$ cat src/seb_map.vh
/*
  constants for the serial error, interrupt and rate generator block.
  assumes plain verilog-2005 and inclusion by bare name.
*/
//
// Contract
// - data write during an active transfer sets the overrun flag.
// - data write during an active transfer is dropped, data kept.
// - writing one clears the overrun flag; zero leaves it.
// - enabled master seeing its slave select asserted sets collision flag.
// - writing one clears the collision flag.
// - slave select lost mid-character aborts, sets abort and complete flags.
// - after abort, next select restarts output from data bit 7.
// - writing one clears the abort flag.
// - with interrupts enabled, each finished character raises an interrupt.
// - character length 1 to 8 bits from the length field.
// - slave raises per-character interrupt while select stays asserted.
// - writing one clears the complete flag; software must clear it.
// - writing one to force bit raises an interrupt request; the code raises it only while irq_enable is set.
// - disabled block with timer enable interrupts on timeout, flag untouched.
// - master serial clock from generator with 16-bit reload value.
// - bit rate is system clock over twice the reload value.
// - reload zero counts as 65536.
`ifndef SEB_MAP_VH
`define SEB_MAP_VH
`define SEB_DATA_W 8
`define SEB_FIFO_DEPTH 16
`define SEB_FIFO_AW 4
`define SEB_DATA_RST 8'h00
`define SEB_RATE_RST 16'h0000
`define SEB_MSB 3'h7
`endif

$ cat src/seb_top.v
/*
  serial controller core: error flags, interrupt, rate generator, shifter,
  plus a 16-word fifo feeding the data register.
  assumes one clock, pins from outside, control and status as plain ports.
*/
`timescale 1ns/1ns
`default_nettype none
`include "seb_map.vh"

////////////////////////////////////////////////////////////////////////
module seb_fifo #(
  parameter W = 8,
  parameter D = 16,
  parameter AW = 4
) (
  input wire clk,
  input wire rst_n,
  input wire [W-1:0] in_data,
  input wire in_valid,
  output wire in_ready,
  output wire [W-1:0] out_data,
  output wire out_valid,
  input wire out_ready
);
  reg [W-1:0] mem_reg [0:D-1];
  reg [AW-1:0] wr_reg;
  reg [AW-1:0] rd_reg;
  reg [AW:0] cnt_reg;
  wire push;
  wire pop;
  assign in_ready = (cnt_reg != D);
  assign out_valid = (cnt_reg != 0);
  assign out_data = mem_reg[rd_reg];
  assign push = in_valid & in_ready;
  assign pop = out_valid & out_ready;
  // storage write
  always @(posedge clk) begin
    if (push) begin
      mem_reg[wr_reg] <= in_data;
    end
  end
  // pointers and fill count
  always @(posedge clk or negedge rst_n) begin
    if (!rst_n) begin
      wr_reg <= {AW{1'b0}};
      rd_reg <= {AW{1'b0}};
      cnt_reg <= {(AW+1){1'b0}};
    end else begin
      if (push) begin
        wr_reg <= wr_reg + 1'b1;
      end
      if (pop) begin
        rd_reg <= rd_reg + 1'b1;
      end
      if (push & ~pop) begin
        cnt_reg <= cnt_reg + 1'b1;
      end else if (pop & ~push) begin
        cnt_reg <= cnt_reg - 1'b1;
      end
    end
  end
endmodule

////////////////////////////////////////////////////////////////////////
module seb_top (
  input wire clk,
  input wire arst_n,
  input wire serial_enable_bit,
  input wire master_mode,
  input wire irq_enable,
  input wire rate_timer_irq_enable,
  input wire [2:0] char_length_field,
  input wire [7:0] rate_high,
  input wire [7:0] rate_low,
  input wire force_interrupt_bit,
  input wire [7:0] wr_data,
  input wire wr_valid,
  output wire wr_ready,
  input wire clr_overrun,
  input wire clr_collision,
  input wire clr_abort,
  input wire clr_complete,
  input wire sck_in,
  input wire ss_in_n,
  input wire mosi_in,
  input wire miso_in,
  output reg sck_out,
  output reg mosi_out,
  output reg miso_out,
  output reg miso_oe_n,
  output reg overrun_flag,
  output reg collision_flag,
  output reg slave_abort_flag,
  output reg complete_flag,
  output reg irq_out,
  output reg [7:0] shift_data_register,
  output reg busy_out
);
  reg [1:0] rst_sync_reg;
  wire rst_n;
  reg [2:0] sck_sync_reg;
  reg [2:0] ss_sync_reg;
  reg [2:0] mosi_sync_reg;
  reg [2:0] miso_sync_reg;
  reg sck_f_reg;
  reg ss_f_reg;
  reg sck_prev_reg;
  reg ss_prev_reg;
  reg [15:0] cnt_reg;
  reg [3:0] bit_reg;
  reg [7:0] rx_reg;
  reg [7:0] tx_reg;
  wire abort_now;
  reg half_reg;
  reg rate_tick;
  wire [15:0] rate_reload_value;
  wire [3:0] char_bits;
  wire slave_mode;
  wire ss_act;
  wire sck_rise;
  wire sck_fall;
  wire ss_fall;
  wire ss_rise;
  wire m_start;
  wire char_done;
  wire fifo_valid;
  wire [7:0] fifo_data;
  wire take;

  // reset release through two flops
  always @(posedge clk or negedge arst_n) begin
    if (!arst_n) begin
      rst_sync_reg <= 2'h0;
    end else begin
      rst_sync_reg <= {rst_sync_reg[0], 1'b1};
    end
  end
  assign rst_n = rst_sync_reg[1];

  // pin synchronisers
  // three-flop input chains; filtered level moves when stages two and three agree
  always @(posedge clk or negedge rst_n) begin
    if (!rst_n) begin
      sck_sync_reg <= 3'h0;
      ss_sync_reg <= 3'h7;
      mosi_sync_reg <= 3'h0;
      miso_sync_reg <= 3'h0;
      sck_f_reg <= 1'b0;
      ss_f_reg <= 1'b1;
      sck_prev_reg <= 1'b0;
      ss_prev_reg <= 1'b1;
    end else begin
      sck_sync_reg <= {sck_sync_reg[1:0], sck_in};
      ss_sync_reg <= {ss_sync_reg[1:0], ss_in_n};
      mosi_sync_reg <= {mosi_sync_reg[1:0], mosi_in};
      miso_sync_reg <= {miso_sync_reg[1:0], miso_in};
      if (sck_sync_reg[1] == sck_sync_reg[2]) begin
        sck_f_reg <= sck_sync_reg[2];
      end
      if (ss_sync_reg[1] == ss_sync_reg[2]) begin
        ss_f_reg <= ss_sync_reg[2];
      end
      sck_prev_reg <= sck_f_reg;
      ss_prev_reg <= ss_f_reg;
    end
  end

  assign slave_mode = serial_enable_bit & ~master_mode;
  assign ss_act = ~ss_f_reg;
  assign sck_rise = sck_f_reg & ~sck_prev_reg;
  assign sck_fall = ~sck_f_reg & sck_prev_reg;
  assign ss_fall = ~ss_f_reg & ss_prev_reg;
  assign ss_rise = ss_f_reg & ~ss_prev_reg;
  // length field decode
  // field value zero stands for eight bits
  assign char_bits = (char_length_field == 3'h0) ? 4'h8 : {1'b0, char_length_field};
  assign rate_reload_value = {rate_high, rate_low};
  assign m_start = serial_enable_bit & master_mode & ~busy_out & fifo_valid & ~ss_act;
  // words move from fifo into data register only while idle
  assign take = fifo_valid & ~busy_out & ~m_start;

  seb_fifo #(
    .W(`SEB_DATA_W),
    .D(`SEB_FIFO_DEPTH),
    .AW(`SEB_FIFO_AW)
  ) u_fifo (
    .clk(clk),
    .rst_n(rst_n),
    .in_data(wr_data),
    .in_valid(wr_valid),
    .in_ready(wr_ready),
    .out_data(fifo_data),
    .out_valid(fifo_valid),
    .out_ready(take | m_start | (busy_out & fifo_valid))
  );

  // zero counts full range
  // counts down; reload zero wraps through all 65536 states
  always @(posedge clk or negedge rst_n) begin
    if (!rst_n) begin
      cnt_reg <= `SEB_RATE_RST;
      rate_tick <= 1'b0;
    end else begin
      rate_tick <= 1'b0;
      if (!(busy_out & master_mode) && serial_enable_bit) begin
        cnt_reg <= rate_reload_value - 16'h0001;
      end else if (cnt_reg == 16'h0000) begin
        cnt_reg <= rate_reload_value - 16'h0001;
        rate_tick <= 1'b1;
      end else begin
        cnt_reg <= cnt_reg - 16'h0001;
      end
    end
  end

  assign char_done = busy_out && bit_reg == char_bits &&
    ((master_mode && rate_tick && half_reg) || (!master_mode && (sck_fall || sck_rise) && half_reg));
  // deselect counts as abort only once a bit of the character has moved
  assign abort_now = slave_mode & busy_out & ss_rise & ~char_done & ((bit_reg != 4'h1) | half_reg);

  // transfer engine and flags
  always @(posedge clk or negedge rst_n) begin
    if (!rst_n) begin
      sck_out <= 1'b0;
      mosi_out <= 1'b0;
      miso_out <= 1'b0;
      miso_oe_n <= 1'b1;
      overrun_flag <= 1'b0;
      collision_flag <= 1'b0;
      slave_abort_flag <= 1'b0;
      complete_flag <= 1'b0;
      irq_out <= 1'b0;
      shift_data_register <= `SEB_DATA_RST;
      busy_out <= 1'b0;
      bit_reg <= 4'h0;
      rx_reg <= 8'h00;
      tx_reg <= 8'h00;
      half_reg <= 1'b0;
    end else begin
      miso_oe_n <= ~(slave_mode & ss_act);
      // drop busy writes
      // idle word from fifo loads data register
      if (take) begin
        shift_data_register <= fifo_data;
      end
      if (busy_out & fifo_valid) begin
        overrun_flag <= 1'b1;
      end else if (clr_overrun) begin
        overrun_flag <= 1'b0;
      end
      if (serial_enable_bit & master_mode & ss_act) begin
        collision_flag <= 1'b1;
      end else if (clr_collision) begin
        collision_flag <= 1'b0;
      end
      // master: start, two rate ticks per bit
      // half period per tick
      if (m_start) begin
        busy_out <= 1'b1;
        shift_data_register <= fifo_data;
        mosi_out <= fifo_data[`SEB_MSB];
        tx_reg <= fifo_data;
        bit_reg <= 4'h1;
        half_reg <= 1'b0;
      end else if (busy_out & master_mode & rate_tick) begin
        sck_out <= ~sck_out;
        half_reg <= ~half_reg;
        if (!half_reg) begin
          rx_reg <= {rx_reg[6:0], miso_sync_reg[2]};
        end else if (bit_reg != char_bits) begin
          tx_reg <= {tx_reg[6:0], 1'b0};
          mosi_out <= tx_reg[6];
          bit_reg <= bit_reg + 4'h1;
        end
      end
      if (slave_mode & ss_fall) begin
        busy_out <= 1'b1;
        bit_reg <= 4'h1;
        half_reg <= 1'b0;
        miso_out <= shift_data_register[`SEB_MSB];
        tx_reg <= shift_data_register;
      end else if (slave_mode & busy_out & (sck_rise | sck_fall)) begin
        half_reg <= ~half_reg;
        if (!half_reg) begin
          rx_reg <= {rx_reg[6:0], mosi_sync_reg[2]};
        end else if (bit_reg != char_bits) begin
          tx_reg <= {tx_reg[6:0], 1'b0};
          miso_out <= tx_reg[6];
          bit_reg <= bit_reg + 4'h1;
        end
      end
      if (char_done) begin
        shift_data_register <= rx_reg;
        tx_reg <= rx_reg;
        bit_reg <= 4'h1;
        half_reg <= 1'b0;
        busy_out <= ~master_mode;
        sck_out <= 1'b0;
      end
      if (abort_now) begin
        busy_out <= 1'b0;
        slave_abort_flag <= 1'b1;
      end else if (slave_mode & ss_rise) begin
        busy_out <= 1'b0;
      end else if (clr_abort) begin
        slave_abort_flag <= 1'b0;
      end
      if (char_done | abort_now) begin
        complete_flag <= 1'b1;
      end else if (clr_complete) begin
        complete_flag <= 1'b0;
      end
      if (irq_enable & (force_interrupt_bit | char_done | abort_now)) begin
        irq_out <= 1'b1;
      end else if (!serial_enable_bit & rate_timer_irq_enable & rate_tick) begin
        irq_out <= 1'b1;
      end else if (clr_complete) begin
        irq_out <= 1'b0;
      end
    end
  end
endmodule
`default_nettype wire

$ cat config.mk
export PLATFORM = sky130hd
export DESIGN_NAME = seb_top
export DESIGN_NICKNAME = d
export VERILOG_FILES = /design/src/seb_top.v
export VERILOG_INCLUDE_DIRS = /design/src
export SDC_FILE = /design/constraint.sdc
export NUM_CORES = 1
export LEC_CHECK = 0
export ABC_AREA = 1
export ABC_CLOCK_PERIOD_IN_PS = 4300
export BUFFER_PORTS_ARGS = -buffer_cell sky130_fd_sc_hd__buf_4
export CAP_MARGIN = 20
export CELL_PAD_IN_SITES_DETAIL_PLACEMENT = 1
export CELL_PAD_IN_SITES_GLOBAL_PLACEMENT = 1
export CORE_MARGIN = 5
export CORE_UTILIZATION = 45
export CTS_CLUSTER_DIAMETER = 150
export DETAILED_ROUTE_END_ITERATION = 12
export PLACE_DENSITY = 0.84
export SLEW_MARGIN = 20
export SYNTH_ARGS = -nofsm -noshare
export SYNTH_HDL_FRONTEND = slang
export SYNTH_SLANG_ARGS = --single-unit
$ cat constraint.sdc
create_clock -name clk -period 4.3 [get_ports clk]
set_input_delay 0.215 -clock clk [delete_from_list [all_inputs] [get_ports clk]]
set_output_delay 0.215 -clock clk [all_outputs]
set_load 0.005 [all_outputs]
; ---- After elaboration in Yosys (flattened, before gate mapping)
; Memories as Yosys holds them, arrays and structs flattened.
; Cells that the tools add are included.
[totals]
latchBits = 0
n_memories = 1
rom_bits = 0
inputBits = 43
regBits = 87
wordCells = 196
out_inout_bits = 19
ramBits = 128
[op_classes]
n_addsub = 7
n_bitwise = 50
shifts = 0
mux = 66
multipliers = 0
n_eq_ne = 8
div = 0
n_lt_le_gt_ge = 0
n_reduce_logical = 35
[mem_list]
columns = memory, words, width, rd, rd_clocked_by_memory_dff, write_ports, line_no
row1 = u_fifo.mem_reg, 16, 8, 1, 0, 1, seb_top.v:25  ; reg [W-1:0] mem_reg [0:D-1];
[ops]
columns = op, n
row1 = $mux W8, 18
row2 = $mux W4, 10
row3 = $mux W1, 34
row4 = $mux W16, 2
row5 = $sub A16 B1 Y16 const B, 2
row6 = $and A1 B1 Y1, 30
row7 = $reduce_bool A2 Y1, 12
row8 = $logic_not A16 Y1, 1
row9 = $reduce_bool A5 Y1, 3
row10 = $not A1 Y1, 13
row11 = $add A4 B1 Y4 const B, 3
row12 = $mux W5, 2
row13 = $logic_and A1 B1 Y1, 7
row14 = $or A1 B1 Y1, 7
row15 = $reduce_and A3 Y1, 2
row16 = $reduce_bool A3 Y1, 2
row17 = $add A5 B1 Y5 const B, 1
row18 = $ne A5 B5 Y1 const B, 1
row19 = $sub A5 B1 Y5 const B, 1
row20 = $eq A4 B4 Y1, 1
row21 = $ne A4 B1 Y1 const B, 1
row22 = $ne A4 B4 Y1, 1
row23 = $reduce_and A2 Y1, 2
row24 = $logic_not A1 Y1, 3
row25 = 5 further kinds, 7

; ---- Logic depth before layout (Yosys ltp)
[logic_depth]
ltp_word = 13
depth_mapped = 15
depth_no_buf = 14

; ---- By module
; From an unflattened synthesis, not the netlist that was laid out.
[hier_totals]
hier_cells = 1125
area_unflattened_um2 = 10338.7
[modules_own_cells]
columns = module, seq_area_each_um2, n_inst, area_per_inst_um2, cells_each
row1 = seb_fifo, 4169.0, 1, 6249.7, 619
row2 = seb_top, 1834.3, 1, 4088.9, 506

; ---- Worst setup path before layout
; No wires, ideal clock.
[synth_timing]
path_type = register to register
from = register u_fifo.cnt_reg[3]
to = register u_fifo.cnt_reg[4]
arrival_ns = 2.173
required_ns = 4.175
setup_time_ns = 0.125
setup_slack_ns = 2.002
synth_period_minus_slack_ns = 2.298
path_buffers = 0
path_stages_with_launch = 14
path_cell_list = dfrtp_1 nor2_2 nand4_1 nand2_1 clkinv_1 ha_1 inv_1 ha_1 a21o_1 a31oi_1 nand2_1 nand2_1 nor2_1 xor2_1
[synth_between]
word_cells_on_any_way = 21
classes_between = 2 x add/sub / 1 x eq/ne / 2 x mux / 14 x bitwise / 2 x reduce/logical
[synth_rtl]
columns = element, line_no
row1 = "start, declared", seb_top.v:28  ; reg [AW:0] cnt_reg;
row2 = "start signal, assigned", seb_top.v:47  ; cnt_reg <= {(AW+1){1'b0}};
row3 = "start signal, assigned", seb_top.v:56  ; cnt_reg <= cnt_reg + 1'b1;
row4 = "start signal, assigned", seb_top.v:58  ; cnt_reg <= cnt_reg - 1'b1;
row5 = $ne A5 B5 Y1 *, seb_top.v:31  ; assign in_ready = (cnt_reg != D);
row6 = net wr_ready, seb_top.v:78  ; output wire wr_ready,
row7 = $and A1 B1 Y1 *, seb_top.v:34  ; assign push = in_valid & in_ready;
row8 = net u_fifo.push, seb_top.v:29  ; wire push;
row9 = $not A1 Y1, seb_top.v:57  ; end else if (pop & ~push) begin
row10 = $and A1 B1 Y1, seb_top.v:57
row11 = $reduce_bool A2 Y1 (no line), -
; Mark *: on every way through the listed nets, which the timed path passes. The rest lies on a longest branch. The select of a mux whose other input is x is not followed.
; A chain may end at the register's enable or synchronous reset.

; ---- Final worst setup path
[layout_timing]
from = register half_reg
to = register irq_out
[layout_between]
elab_chain_len = 9
word_cells_on_any_way = 13
classes_between = 1 x mux / 7 x bitwise / 5 x reduce/logical
[layout_rtl]
columns = element, line_no
row1 = "start, declared", seb_top.v:114  ; reg half_reg;
row2 = "start signal, assigned", seb_top.v:267  ; half_reg <= ~half_reg;
row3 = "start signal, assigned", seb_top.v:283  ; half_reg <= ~half_reg;
row4 = $logic_and A1 B1 Y1, seb_top.v:217  ; ((master_mode && rate_tick && half_reg) || (!master_mode && (sck_fall || sck_rise) && half_reg));
row5 = $logic_or A1 B1 Y1, seb_top.v:217
row6 = $logic_and A1 B1 Y1, seb_top.v:216  ; assign char_done = busy_out && bit_reg == char_bits &&
row7 = $not A1 Y1, seb_top.v:219  ; assign abort_now = slave_mode & busy_out & ss_rise & ~char_done & ((bit_reg != 4'h1) | half_reg);
row8 = $and A1 B1 Y1 (2 in a row), seb_top.v:219
row9 = $or A1 B1 Y1 *, seb_top.v:313  ; if (irq_enable & (force_interrupt_bit | char_done | abort_now)) begin
row10 = $and A1 B1 Y1 *, seb_top.v:313
row11 = $reduce_bool A3 Y1 (no line) or $mux W1 (tied branches), -
row12 = "end signal, assigned", seb_top.v:314  ; irq_out <= 1'b1;
row13 = "end signal, assigned", seb_top.v:316  ; irq_out <= 1'b1;
row14 = "end signal, assigned", seb_top.v:318  ; irq_out <= 1'b0;
row15 = "end, declared", seb_top.v:95  ; output reg irq_out,
; Mark *: on every way between the ends. The rest lies on a longest branch, timed or not.

==> flow_summary.yaml <==
run_status:
  status: "completed"
power_and_ir_drop:
  power_leakage_nw: 5.28
  p_sw_mw: 2.89
  p_per_area_mw_per_mm2: 633
  seq_power_share: 0.390
  p_int_mw: 4.56
  p_clk_frac: 0.261
  ir_worst_vdd_uv: 279
  switching_share: 0.388
  comb_power_share: 0.349
place:
  dp_hpwl_um: 17700
  port_buffers: 61
  pre_cts_ws_ps: 1740
  gp_congestion: 0.794
setup_path:
  ff2ff_path_depth: 8
  endpoint_kind: "flop"
  setup.worst_path.class: "flop to flop"
  reg2reg_setup_slack_ps: 1070
  reg2reg_to: "irq_out"
  required_ps: 4750
  timing.rr.start: "half_reg"
  critPathLaunchType: "flop"
  worstPathArrival_ps: 3680
  cp_max_fo: 13
clocking:
  cts_tree: "done"
  clkTransAtPathRegs_ps: 70
  clockRootBuffer: "clkbuf_16"
  cts_buffer_depth: 3
  cts_buffers: 23
  clk_latency_ps: 510
  cts-htree-levels: 1
  postCtsSetupBuffers: 0
  clock-sinks: 214
drt:
  postRouteAntennaNets: 0
  via_per_inst: 5.38
  drc: 0
  wire_per_inst_um: 19.5
  wl_um: 28600
  highest_layer: "met4"
  vias: 7862
  first_pass_iters: 5
  wl_met2_um: 14800
  drt_iter0_drc: 459
  wl_met3_um: 1080
  met1_length_um: 11800
worst_hold_path:
  worst_hold_path_type: "input pin to flop"
  hold_depth: 3
  min_from: "wr_valid"
  hold-path-endpoint: "u_fifo.wr_reg[0]"
die:
  core_mm2: 0.0225
  die_y_um: 161
  start_util: 0.455
  dieArea_mm2: 0.0259
  die_w_um: 161
  ioPinCount: 62
  rows: 55
sta:
  hold_viol_final: 0
  skew_ps: 10.3
  maxSlewHeadroom: 0.279
  finalMaxSlewViolations: 0
  worstMarginPinSlew_ps: 1080
  layout_min_cycle_time_ps: 3230
  rsz0062_at_grt: "false"
  fmax_mhz: 309
  finalSetupTns_ps: 0
  setup_viol: 0
  setup_ws_ps: 1070
  fin_hold_ws_ps: 19.1
  min_period_over_period: 0.752
final_layout:
  nFillCells: 2534
  syn2layout_area_growth_pct: 15.1
  largest_reg_flops: 128
  post-route-util: 0.524
  final_layout_size_suffix_gt1_frac: 0.125
  antenna_cells: 0
  final_net_count: 1218
logic_synthesis:
  synth_top_area_frac: 0.376
  synth_cells: 1088
  syn_area_per_cell_um2: 9.41
  yosysTopAreaCell: "edfxtp_1"
  syn-cell-area_mm2: 0.0102
  ys_types: 51
  syn-num-nets: 1146
  ys.flop_type: "edfxtp_1"
  synth.area.top_cells: "edfxtp_1, dfrtp_1, nand2_1, inv_1, nand3_1"
  synth-edff-count: 128
  yosys_warnings: 0
  ys_seq_elements: 214
  async_flop_share: 0.402
  synth-seq-area-share: 0.587
global_routing:
  grt_use_total: 0.223
  grt_max_degree: 69
  grt_pass1_wl_um: 46500
  grt_antenna_before_repair: 0
  overflow: 0
  grt_pass1_vias: 8729
run:
  drv_cap: 0
## kinds of logic (layout without fill, tap and decap cells)
logic type                 count (synthesis)  count (layout)  synth area share
adders and majority gates                 17              17            0.0210
and+or+nand+nor                          527             527             0.229
other                                      1               1          0.000366
AOI/OAI and AO/OA                        102             102            0.0582
xor gates and xnor gates                  27              27            0.0231
buffers and inverters                    199             288            0.0809
muxes                                      1               1          0.000978
DFF                                      214             214             0.587
## routing by layer
layer / up-vias / track usage
met5: - / 0
met4: 0 / 0.0853
met3: 58 / 0.0236
met2: 203 / 0.398
met1: 3926 / 0.279
li1: 3675 / -
## cells in the mapped netlist (2+ instances only)
| cell type | number |
|---|---|
| o211ai_1 | 10 |
| ha_1 | 14 |
| nand3_2 | 2 |
| nor2_1 | 74 |
| o21ai_1 | 4 |
| maj3_1 | 2 |
| o22ai_1 | 3 |
| o21ai_0 | 45 |
| a21oi_2 | 4 |
| nand3_1 | 113 |
| inv_2 | 7 |
| buf_4 | 5 |
| xnor2_1 | 11 |
| o221ai_1 | 4 |
| nor2_2 | 7 |
| a21oi_1 | 20 |
| nor3_2 | 2 |
| a31oi_1 | 6 |
| dfrtp_1 | 80 |
| nor3_4 | 2 |
| buf_6 | 3 |
| nand2_1 | 296 |
| edfxtp_1 | 128 |
| buf_2 | 19 |
| clkinv_1 | 3 |
| nand4_1 | 12 |
| nor2_4 | 4 |
| nor3_1 | 3 |
| nand2_2 | 5 |
| dfstp_2 | 6 |
| clkbuf_1 | 7 |
| xor2_1 | 16 |
| inv_1 | 153 |
## worst max-delay path, stage by stage (launching register included)
cell,delay (ps)
dfrtp_1,650
inv_1,220
a21oi_1,190
o21ai_0,190
nor3_4,570
o31ai_1,130
dlygate4sd3_1,580
nand3_1,70
dlygate4sd3_1,560
## through the flow
| stage | cell area (um2) | instances | total power, mW |
|---|---|---|---|
| final | 11800 | 1462 | 7.45 |
| after global routing | 11800 | 1462 | 7.93 |
| after CTS | 11800 | 1461 | 7.46 |
| after detailed placement | 10900 | 1402 | 5.44 |
| after global placement | 10900 | 1402 | 5.27 |
| after floorplan | 10200 | 1088 | 4.60 |
## cell type report
| class | count | area (um2) | area share |
|---|---|---|---|
| clock buffers | 35 | 661 | 0.0561 |
| inverters | 163 | 613 | 0.0520 |
| well taps | 285 | 357 | 0.0303 |
| flip-flops and latches | 214 | 6010 | 0.510 |
| clock inverters | 7 | 67.6 | 0.00573 |
| multi-input cells | 675 | 3400 | 0.289 |
| repair buffers | 83 | 673 | 0.0571 |
## power by group through the flow
stage | Clock (mW) | Sequential [mW] | Combinational (mW)
after floorplan | 0 | 2.82 | 1.78
after global placement | 0 | 2.91 | 2.37
after detailed placement | 0 | 2.93 | 2.51
after CTS | 1.96 | 2.90 | 2.59
after global routing | 2.07 | 2.95 | 2.91
final | 1.94 | 2.91 | 2.60
## worst max path at each step
stage / startpoint / end / cells past startpoint
6_report: half_reg / irq_out / 8
5_1_grt: half_reg / irq_out / 8
4_1_cts: half_reg / irq_out / 8
3_5_place_dp: u_fifo.cnt_reg[3] / u_fifo.cnt_reg[4] / 12
3_3_place_gp: u_fifo.cnt_reg[3] / u_fifo.cnt_reg[4] / 13
2_1_floorplan: rst_sync_reg[1] / bit_reg[0] / 0
## timing repair
action | CTS | global route
resized for setup | 0 | 0
hold buffers | 17 | 0
hold endpoints to repair | 27 | 0
endpoints found under the setup margin | 0 | 0
## placed cells by master, fill, tap and decap left out, types with 10 or more instances in the layout
cell type      netlist  layout
buf_4                5      65
xnor2_1             11      11
dfrtp_1             80      78
ha_1                14      14
nor2_1              74      74
dlygate4sd3_1        0      17
nand3_1            113     113
a21oi_1             20      20
edfxtp_1           128     128
nand4_1             12      12
o211ai_1            10      10
nand2_1            296     296
inv_1              153     153
xor2_1              16      16
o21ai_0             45      45
clkbuf_16            0      23
No activity file was read; power rests on OpenSTA's default activity.
